## src/rtl/cfg_load_pkg.sv

```systemverilog
// shared constants and types for the power-up configuration loader
package cfg_load_pkg;

	// ----------------------------------------------------------------
	// clock and timing
	// ----------------------------------------------------------------
	localparam int CLK_PERIOD_NS = 100;
	localparam int WDT_TIMEOUT_MS = 100;
	localparam int WDT_CYCLES = WDT_TIMEOUT_MS * 1000000 / CLK_PERIOD_NS;
	// the clock generator drops to this share of nominal rate in programming mode
	localparam int JTAG_CLK_PCT = 90;

	// ----------------------------------------------------------------
	// flash word layout
	// ----------------------------------------------------------------
	localparam int DATA_W = 32;
	localparam int CHECK_W = 6;
	localparam int CODE_W = DATA_W + CHECK_W;
	localparam int ADDR_W = 8;
	localparam logic [CODE_W-1:0] BLANK_CODE = 38'h3f_ffff_ffff;

	// ----------------------------------------------------------------
	// flash regions; the last word of each holds its checksum
	// ----------------------------------------------------------------
	localparam int FW_BASE = 0;
	localparam int FW_WORDS = 16;
	localparam int CFG_BASE = 16;
	localparam int CFG_WORDS = 16;
	localparam int LOG_BASE = 32;
	localparam int LOG_WORDS = 8;

	// ----------------------------------------------------------------
	// address sensing and pins
	// ----------------------------------------------------------------
	localparam int SENSE_W = 7;
	localparam logic [SENSE_W-1:0] ADDR_JTAG = 7'h7e;
	localparam int ADDR_PINS = 2;
	localparam int JTAG_PINS = 6;
	localparam int JTAG_GPIO = 4;
	localparam int GPIO_W = 8;
	localparam int FAST_PULSE_WIDTH_OUT_W = 4;

	// ----------------------------------------------------------------
	// sequencer types
	// ----------------------------------------------------------------
	typedef enum {st_hold, st_sense, st_scan, st_erase, st_run} state_t;
	typedef enum {rg_fw, rg_cfg, rg_log} region_t;

endpackage : cfg_load_pkg

```

## src/rtl/config_load_integrity.sv

```systemverilog
// power-up integrity checks, programming-port enable and flash update control
`timescale 1ns/1ps
module config_load_integrity
	import cfg_load_pkg::*;
#(
	parameter int WDT_COUNT = WDT_CYCLES,
	parameter int GPIO_N = GPIO_W,
	parameter int FAST_PULSE_WIDTH_OUT_N = FAST_PULSE_WIDTH_OUT_W,
	parameter int FW_LEN = FW_WORDS,
	parameter int CFG_LEN = CFG_WORDS,
	parameter int LOG_LEN = LOG_WORDS
)
(
	input wire logic clk,
	input wire logic nrst,
	input wire logic [SENSE_W-1:0] addr_strap,
	input wire logic [ADDR_PINS-1:0] addr_pin_bad,
	output logic flash_rd_en,
	output logic [ADDR_W-1:0] flash_addr,
	input wire logic [CODE_W-1:0] flash_rdata,
	output logic flash_wr_en,
	output logic [CODE_W-1:0] flash_wdata,
	output logic flash_erase,
	output logic flash_erase_log,
	input wire logic host_wp_off,
	input wire logic host_erase,
	input wire logic host_wr,
	input wire logic [ADDR_W-1:0] host_wr_addr,
	input wire logic [DATA_W-1:0] host_wr_data,
	input wire logic param_valid,
	input wire logic [DATA_W-1:0] param_value,
	input wire logic [DATA_W-1:0] param_lo,
	input wire logic [DATA_W-1:0] param_hi,
	output logic param_ok,
	output logic param_bad,
	input wire logic wdt_kick,
	input wire logic status_clr,
	input wire logic [GPIO_N-1:0] core_gpio_out,
	input wire logic [GPIO_N-1:0] core_gpio_oe,
	input wire logic [FAST_PULSE_WIDTH_OUT_N-1:0] core_fast_pulse_width_out,
	output logic [GPIO_N-1:0] gpio_out,
	output logic [GPIO_N-1:0] gpio_oe,
	output logic [FAST_PULSE_WIDTH_OUT_N-1:0] fast_pulse_width_out,
	output logic jtag_en,
	output logic clk_slow_sel,
	output logic fw_exec_en,
	output logic use_defaults,
	output logic cfg_sum_flag,
	output logic bus_alert_n,
	output logic log_erased,
	output logic fault_log_en,
	output logic ecc_fixed,
	output logic init_done
);

	localparam logic [GPIO_N-1:0] SHARED_MASK = GPIO_N'((1 << JTAG_GPIO) - 1);

	state_t state;
	region_t region;
	logic [ADDR_W-1:0] idx;
	logic rd_q;
	logic [SENSE_W-1:0] sensed_addr;
	logic cfg_blank;
	logic cfg_dirty;
	logic [31:0] wdt_cnt;
	logic wdt_expire;
	logic [ADDR_W-1:0] reg_base;
	logic [ADDR_W-1:0] reg_last;
	logic last_word;
	logic sum_match;
	logic [DATA_W-1:0] rd_data;
	logic rd_fixed;
	logic [CODE_W-1:0] wr_code;
	logic [DATA_W-1:0] sum;
	logic cfg_bad;
	logic log_bad;
	logic fw_bad;

	// ----------------------------------------------------------------
	// flash word coding and checksum
	// ----------------------------------------------------------------
	ecc_codec u_ecc (
		.enc_data(host_wr_data),
		.enc_code(wr_code),
		.dec_code(flash_rdata),
		.dec_data(rd_data),
		.dec_fixed(rd_fixed)
	);

	word_sum u_sum (
		.clk(clk),
		.nrst(nrst),
		.clr(state != st_scan || (rd_q && last_word)),
		.add(rd_q && !last_word),
		.data(rd_data),
		.sum(sum)
	);

	always_comb
	begin
		case (region)
			rg_fw:
			begin
				reg_base = ADDR_W'(FW_BASE);
				reg_last = ADDR_W'(FW_LEN - 1);
			end
			rg_cfg:
			begin
				reg_base = ADDR_W'(CFG_BASE);
				reg_last = ADDR_W'(CFG_LEN - 1);
			end
			default:
			begin
				reg_base = ADDR_W'(LOG_BASE);
				reg_last = ADDR_W'(LOG_LEN - 1);
			end
		endcase
	end

	assign last_word = (idx == reg_last);
	assign sum_match = (sum == rd_data);
	assign fw_bad = state == st_scan && rd_q && last_word && region == rg_fw && !sum_match;
	assign cfg_bad = state == st_scan && rd_q && last_word && region == rg_cfg
		&& !sum_match && !(cfg_blank && flash_rdata == BLANK_CODE);
	assign log_bad = state == st_scan && rd_q && last_word && region == rg_log && !sum_match;
	assign wdt_expire = state == st_run && fw_exec_en && !wdt_kick
		&& wdt_cnt == 32'(WDT_COUNT - 1);

	// ----------------------------------------------------------------
	// power-up sequencer: hold, sense address, scan fw, cfg, log
	// ----------------------------------------------------------------
	always_ff @(posedge clk or negedge nrst)
	begin
		if (!nrst)
		begin
			state <= st_hold;
			region <= rg_fw;
			idx <= '0;
		end
		else
		begin
			case (state)
				st_hold:
					state <= st_sense;
				st_sense:
				begin
					state <= st_scan;
					region <= rg_fw;
					idx <= '0;
				end
				st_scan:
					if (rd_q)
					begin
						if (!last_word)
							idx <= ADDR_W'(idx + 1'b1);
						else
						begin
							idx <= '0;
							case (region)
								rg_fw:
									region <= rg_cfg;
								rg_cfg:
									region <= rg_log;
								default:
									state <= log_bad ? st_erase : st_run;
							endcase
						end
					end
				st_erase:
					state <= st_run;
				st_run:
					if (wdt_expire)
						state <= st_hold;
				default:
					state <= st_hold;
			endcase
		end
	end

	// one word in flight at a time keeps the sum aligned with the index
	always_ff @(posedge clk or negedge nrst)
	begin
		if (!nrst)
		begin
			flash_rd_en <= 1'b0;
			rd_q <= 1'b0;
			ecc_fixed <= 1'b0;
		end
		else
		begin
			flash_rd_en <= state == st_scan && !flash_rd_en && !rd_q;
			rd_q <= flash_rd_en;
			ecc_fixed <= rd_q && rd_fixed;
		end
	end

	// ----------------------------------------------------------------
	// flash address and live update path
	// ----------------------------------------------------------------
	always_ff @(posedge clk or negedge nrst)
	begin
		if (!nrst)
		begin
			flash_addr <= '0;
			flash_wr_en <= 1'b0;
			flash_wdata <= '0;
			flash_erase <= 1'b0;
			flash_erase_log <= 1'b0;
		end
		else
		begin
			flash_wr_en <= state == st_run && host_wr && host_wp_off;
			flash_erase <= state == st_run && host_erase && host_wp_off;
			flash_erase_log <= state == st_erase;
			if (state == st_scan)
				flash_addr <= ADDR_W'(reg_base + idx);
			else if (host_wr)
				flash_addr <= host_wr_addr;
			if (host_wr)
				flash_wdata <= wr_code;
		end
	end

	// running config stays in use; only logging stops until the next reset
	always_ff @(posedge clk or negedge nrst)
	begin
		if (!nrst)
		begin
			cfg_dirty <= 1'b0;
			fault_log_en <= 1'b0;
		end
		else
		begin
			if (state == st_hold)
				cfg_dirty <= 1'b0;
			else if (state == st_run && host_wp_off && (host_wr || host_erase))
				cfg_dirty <= 1'b1;
			fault_log_en <= state == st_run && !cfg_dirty
				&& !(host_wp_off && (host_wr || host_erase));
		end
	end

	// ----------------------------------------------------------------
	// integrity results and programming-port decision
	// ----------------------------------------------------------------
	always_ff @(posedge clk or negedge nrst)
	begin
		if (!nrst)
		begin
			sensed_addr <= '0;
			cfg_blank <= 1'b1;
			jtag_en <= 1'b0;
			clk_slow_sel <= 1'b0;
			fw_exec_en <= 1'b0;
			use_defaults <= 1'b0;
			log_erased <= 1'b0;
		end
		else if (state == st_hold)
		begin
			cfg_blank <= 1'b1;
			jtag_en <= 1'b0;
			clk_slow_sel <= 1'b0;
			fw_exec_en <= 1'b0;
			use_defaults <= 1'b0;
			log_erased <= 1'b0;
		end
		else
		begin
			if (state == st_sense)
			begin
				sensed_addr <= (|addr_pin_bad) ? ADDR_JTAG : addr_strap;
				if ((|addr_pin_bad) || addr_strap == ADDR_JTAG)
				begin
					jtag_en <= 1'b1;
					clk_slow_sel <= 1'b1;
				end
			end
			if (state == st_scan && rd_q && region == rg_cfg && flash_rdata != BLANK_CODE)
				cfg_blank <= 1'b0;
			if (state == st_scan && rd_q && last_word && region == rg_cfg
				&& cfg_blank && flash_rdata == BLANK_CODE)
			begin
				jtag_en <= 1'b1;
				clk_slow_sel <= 1'b1;
				use_defaults <= 1'b1;
			end
			if (state == st_scan && rd_q && last_word && region == rg_fw)
				fw_exec_en <= sum_match;
			if (cfg_bad)
				use_defaults <= 1'b1;
			if (state == st_erase)
				log_erased <= 1'b1;
		end
	end

	// a mismatch landing with a clear still sets the flag
	always_ff @(posedge clk or negedge nrst)
	begin
		if (!nrst)
		begin
			cfg_sum_flag <= 1'b0;
			bus_alert_n <= 1'b1;
		end
		else
		begin
			cfg_sum_flag <= cfg_bad || (cfg_sum_flag && !status_clr);
			bus_alert_n <= !(cfg_bad || (cfg_sum_flag && !status_clr));
		end
	end

	// ----------------------------------------------------------------
	// watchdog and parameter range check
	// ----------------------------------------------------------------
	always_ff @(posedge clk or negedge nrst)
	begin
		if (!nrst)
			wdt_cnt <= '0;
		else if (state != st_run || wdt_kick || wdt_expire)
			wdt_cnt <= '0;
		else if (fw_exec_en)
			wdt_cnt <= 32'(wdt_cnt + 1'b1);
	end

	always_ff @(posedge clk or negedge nrst)
	begin
		if (!nrst)
		begin
			param_ok <= 1'b0;
			param_bad <= 1'b0;
		end
		else
		begin
			param_ok <= param_valid && param_value >= param_lo && param_value <= param_hi;
			param_bad <= param_valid && (param_value < param_lo || param_value > param_hi);
		end
	end

	// ----------------------------------------------------------------
	// pin release; the tap itself carries programming only, no scan chain
	// ----------------------------------------------------------------
	always_ff @(posedge clk or negedge nrst)
	begin
		if (!nrst)
		begin
			init_done <= 1'b0;
			gpio_out <= '0;
			gpio_oe <= '0;
			fast_pulse_width_out <= '0;
		end
		else
		begin
			init_done <= state == st_run;
			gpio_out <= (state == st_run) ? core_gpio_out : '0;
			if (state != st_run)
				gpio_oe <= '0;
			else if (jtag_en)
				gpio_oe <= core_gpio_oe & ~SHARED_MASK;
			else
				gpio_oe <= core_gpio_oe;
			fast_pulse_width_out <= (state == st_run) ? core_fast_pulse_width_out : '0;
		end
	end
endmodule : config_load_integrity

```

## src/rtl/ecc_codec.sv

```systemverilog
// single-error-correcting hamming coder for flash words
`timescale 1ns/1ps
module ecc_codec
	import cfg_load_pkg::*;
#(
	parameter int D_W = DATA_W,
	parameter int C_W = CODE_W
)
(
	input wire logic [D_W-1:0] enc_data,
	output logic [C_W-1:0] enc_code,
	input wire logic [C_W-1:0] dec_code,
	output logic [D_W-1:0] dec_data,
	output logic dec_fixed
);

	function automatic logic is_pow2(input int v);
		return (v & (v - 1)) == 0;
	endfunction : is_pow2

	// ----------------------------------------------------------------
	// encode: data in non power-of-two positions, check bits at 1,2,4..
	// ----------------------------------------------------------------
	always_comb
	begin
		int d;
		logic [C_W-1:0] cw;
		d = 0;
		cw = '0;
		for (int pos = 1; pos <= C_W; pos++)
			if (!is_pow2(pos))
			begin
				cw[pos-1] = enc_data[d];
				d++;
			end
		for (int p = 0; p < CHECK_W; p++)
			for (int pos = 1; pos <= C_W; pos++)
				if (pos[p] && !is_pow2(pos))
					cw[(1 << p) - 1] = cw[(1 << p) - 1] ^ cw[pos-1];
		enc_code = cw;
	end

	// ----------------------------------------------------------------
	// decode: syndrome is the position of a single flipped bit
	// ----------------------------------------------------------------
	always_comb
	begin
		int d;
		logic [CHECK_W-1:0] syn;
		logic [C_W-1:0] cw;
		d = 0;
		syn = '0;
		cw = dec_code;
		dec_data = '0;
		for (int pos = 1; pos <= C_W; pos++)
			if (dec_code[pos-1])
				syn = syn ^ CHECK_W'(pos);
		if (syn != '0 && int'(syn) <= C_W)
			cw[syn-1] = ~cw[syn-1];
		for (int pos = 1; pos <= C_W; pos++)
			if (!is_pow2(pos))
			begin
				dec_data[d] = cw[pos-1];
				d++;
			end
		dec_fixed = (syn != '0);
	end

endmodule : ecc_codec

```

## src/rtl/word_sum.sv

```systemverilog
// running 32-bit sum over a stream of flash words
`timescale 1ns/1ps
module word_sum
	import cfg_load_pkg::*;
#(
	parameter int W = DATA_W
)
(
	input wire logic clk,
	input wire logic nrst,
	input wire logic clr,
	input wire logic add,
	input wire logic [W-1:0] data,
	output logic [W-1:0] sum
);

	// clear wins so a region boundary never leaks a word into the next sum
	always_ff @(posedge clk or negedge nrst)
	begin
		if (!nrst)
			sum <= '0;
		else if (clr)
			sum <= '0;
		else if (add)
			sum <= W'(sum + data);
	end

endmodule : word_sum

```

## config.mk

```make
export PLATFORM = sky130hd
export DESIGN_NAME = config_load_integrity
export DESIGN_NICKNAME = d
export VERILOG_FILES = /design/src/rtl/cfg_load_pkg.sv /design/src/rtl/config_load_integrity.sv /design/src/rtl/ecc_codec.sv /design/src/rtl/word_sum.sv
export SDC_FILE = /design/constraint.sdc
export NUM_CORES = 1
export LEC_CHECK = 0
export ABC_AREA = 1
export BUFFER_PORTS_ARGS = -buffer_cell sky130_fd_sc_hd__buf_4
export CAP_MARGIN = 30
export CORE_UTILIZATION = 55
export CTS_CLUSTER_SIZE = 30
export DETAILED_ROUTE_END_ITERATION = 6
export PLACE_DENSITY = 0.8
export SLEW_MARGIN = 40
export SYNTH_ARGS = -nofsm -noshare
export SYNTH_HDL_FRONTEND = slang
export SYNTH_SLANG_ARGS = --single-unit
```

## constraint.sdc

```tcl
create_clock -name clk -period 6.05 [get_ports clk]
set_input_delay 0.605 -clock clk [delete_from_list [all_inputs] [get_ports clk]]
set_output_delay 0.605 -clock clk [all_outputs]
set_load 0.02 [all_outputs]
```

==> results.yml <==
pwr:
  ir_drop_v: 0.000167
  finalPower_mw: 3.77
  power_leakage_nw: 8.90
  power.density_nw_per_um2: 222
drt:
  vias: 14000
  drtAntennaViolNets: 0
  wl_per_cell_um: 16.0
  remaining_drc_errors: 3
  vias_per_cell: 5.46
  drt_iter0_drc: 1025
  wirelength_um: 40900
  drt_first_pass_iters: 7
synth:
  synth_area_per_cell_um2: 7.09
  ys_warn_count: 0
  synth_top_cells_by_area: "dfrtp_1 29%, nand2_1 14%, ha_1 11%"
  ys_seq_area_share_pct: 29.5
  yosys-top-cells-count: "497 x nand2_1, 235 x inv_1, 159 x dfrtp_1, 159 x nor2_1, 129 x a21oi_1"
  ys.flop_type: "dfrtp_1"
  synth_area_leader_cell: "dfrtp_1"
  synth.distinct_cells: 64
  synth_edf_count: 0
  yosys.cell_count.top_type: "nand2_1"
  yosys_register_bits: 161
  synth_nets: 2260
  async_reset_ff_share_pct: 100
  synthCells: 1928
  yosysTopAreaCellShare_pct: 29.1
  synth_area_um2: 13700
outcome:
  violations: "DRC"
  status: "finished with violations"
floorplan:
  die_x_um: 160
  fp.dieArea_um2: 25500
  io_pins: 293
  die_h_um: 160
  rows: 57
  core_area_um2: 24300
  initial_core_util_pct: 56.2
timing:
  setup_viol: 0
  rsz0062_at_grt: "false"
  fin_crit_ns: 5.48
  skew_ns: 0.0153
  hold_viol: 0
  fmax_mhz: 182
  slew_violations: 0
  worstMarginPinSlew_ns: 0.831
  finalSetupTns_ns: 0
  finalCritPeriodShare_pct: 90.6
  slew_headroom_pct: 44.5
clock_network:
  cts_sinks: 161
  cts_tree: "done"
  htreeDepth: 4
  path_clk_slew_ns: 0.08
  cts_root_buffer: "clkbuf_16"
  cts_made_buffers: 17
  clock_latency_ns: 0.45
  cts.path.max_buffers: 2
worst_setup_path:
  cpMaxStageDelayCell: "fa_1"
  cpPeakStageDelay_ns: 0.45
  path_common_cell: "nand2_1"
  end_kind: "register"
  worst_setup_path_start_kind: "primary input"
  path_class: "in2reg"
  rr_worst_depth: 20
  crit_family: "simple AND/OR/NAND/NOR gates"
  critPathMaxFanout: 13
  crit_required_ns: 6.44
  cp.buffers_inverters: 6
  crit_cells: 41
  critPathArrivalTime_ns: 5.87
layout:
  fin_nets: 2557
  drive_gt1_share_pct: 19.9
  insertedDiodeCount: 0
  postLayoutCoreUtil_pct: 69.7
  area_delta_synth_final_pct: 24.1
grt:
  grt_pass1_wl_um: 66400
  grt_usage_pct: 32.2
  overflow: 0
  grt_pass1_vias: 13900
  grt_max_degree: 108
  antenna_found_initial: 0
run:
  max_cap_violations: 0
placement:
  portBuffers: 292
  hpwlAfterDp_um: 32200
  routabilityCongestion: 0.965
worst_hold_path:
  hold_class: "in2async"
## per-stage QoR
step	std cells	instance area, um2	setup WS [ns]	hold slack, ns
2_1_floorplan	1928	13700	0.268	0.309
3_3_place_gp	2528	16300	0.280	0.388
3_5_place_dp	2528	16300	0.0581	0.400
4_1_cts	2560	16900	0.392	0.253
5_1_grt	2562	17000	0.00699	0.0397
6_report	2562	17000	0.569	0.0226
## registers in the layout, indices dropped and copies added (netlist names), 2 cells and up
signal and count:
idx 8, flash_addr 8, gpio_oe 8, wdt_cnt 32
gpio_out 8, u_sum.sum 32, state 3, flash_wdata 38
region 2, fast_pulse_width_out 4
## where the power goes
group          internal (mW)  switching (mW)  leakage, nW
Combinational          0.560           0.941         6.46
Clock                  0.573           0.561        0.302
Sequential              1.11          0.0235         2.13
## final timing paths
| kind | start | end | slack (ns) |
|---|---|---|---|
| max in group asynchronous | nrst | flash_wdata[0] | 4.98 |
| max | flash_rdata[30] | u_sum.sum[22] | 0.57 |
| max reg2reg | state[1] | wdt_cnt[20] | 2.21 |
| min reg2reg | flash_rd_en | rd_q | 0.40 |
| min in group clk | core_fast_pulse_width_out[0] | fast_pulse_width_out[0] | 0.36 |
| min | nrst | wdt_cnt[31] | 0.02 |
## routing by layer
| metal | vias to the layer above | GRT usage [%] | wire length, um |
|---|---|---|---|
| met3 | 99 | 6.94 | 3200 |
| li1 | 6861 | - | - |
| met2 | 567 | 55.3 | 19900 |
| met4 | 0 | 13.5 | 1470 |
| met1 | 6474 | 39.0 | 16400 |
| met5 | - | 0 | 0 |
## layout by cell type (no fill, tap or decap), types with 5 or more instances in the layout
master       n
nand2_1    497
buf_4      324
inv_1      234
dfrtp_1    159
nor2_1     157
a21oi_1    127
ha_1       119
nand3_1     90
o21ai_0     81
xnor2_1     70
xor2_1      62
nor3_1      56
nor4_1      30
nand4_1     29
inv_2       21
nand2_2     18
clkbuf_16   17
o21ai_1      8
o211ai_1     8
nor2_2       7
a21o_1       7
o21a_1       7
o31ai_1      7
nand3_2      6
a211oi_1     5
a31oi_1      5
inv_8        5
## cell families after synthesis
group	count (synthesis)	share of synthesized area, %
AO/OA/AOI/OAI	281	11.6
XOR/XNOR	135	8.98
adder cells (fa/ha/maj)	121	11.2
buffers and inverters	309	8.85
flip-flops	161	29.5
AND/OR/NAND/NOR	921	29.9
## worst reg2reg max path, stage by stage, from the launching register on
cell	delay, ns
dfrtp_1	0.41
nor2_1	0.11
inv_1	0.07
nor2_2	0.33
inv_1	0.40
nor3_1	0.26
nand2_1	0.08
nand2_1	0.16
nor2_1	0.06
buf_4	0.21
nand2_2	0.25
nand3_1	0.11
inv_1	0.11
nand3_1	0.11
nor2_1	0.19
nand3_1	0.23
nor4_2	0.33
nand3_1	0.16
nand2_1	0.09
nand2_1	0.05
nor2_1	0.08
## repair_timing
item | CTS | global route
gates resized for setup | 0 | 9
buffers inserted | 0 | 1
hold buffers | 0 | 0
setup endpoints to repair | 0 | 8
## final cells by class
cell class / instances / area, um2
multi-input combinational: 1458 / 8440
fill: 2069 / 7360
sequential: 161 / 4030
timing repair buffer: 326 / 2470
inverter: 261 / 986
clock buffer: 17 / 425
tap: 324 / 405
clock inverter: 15 / 196
Power figures use the tool's default switching activity.
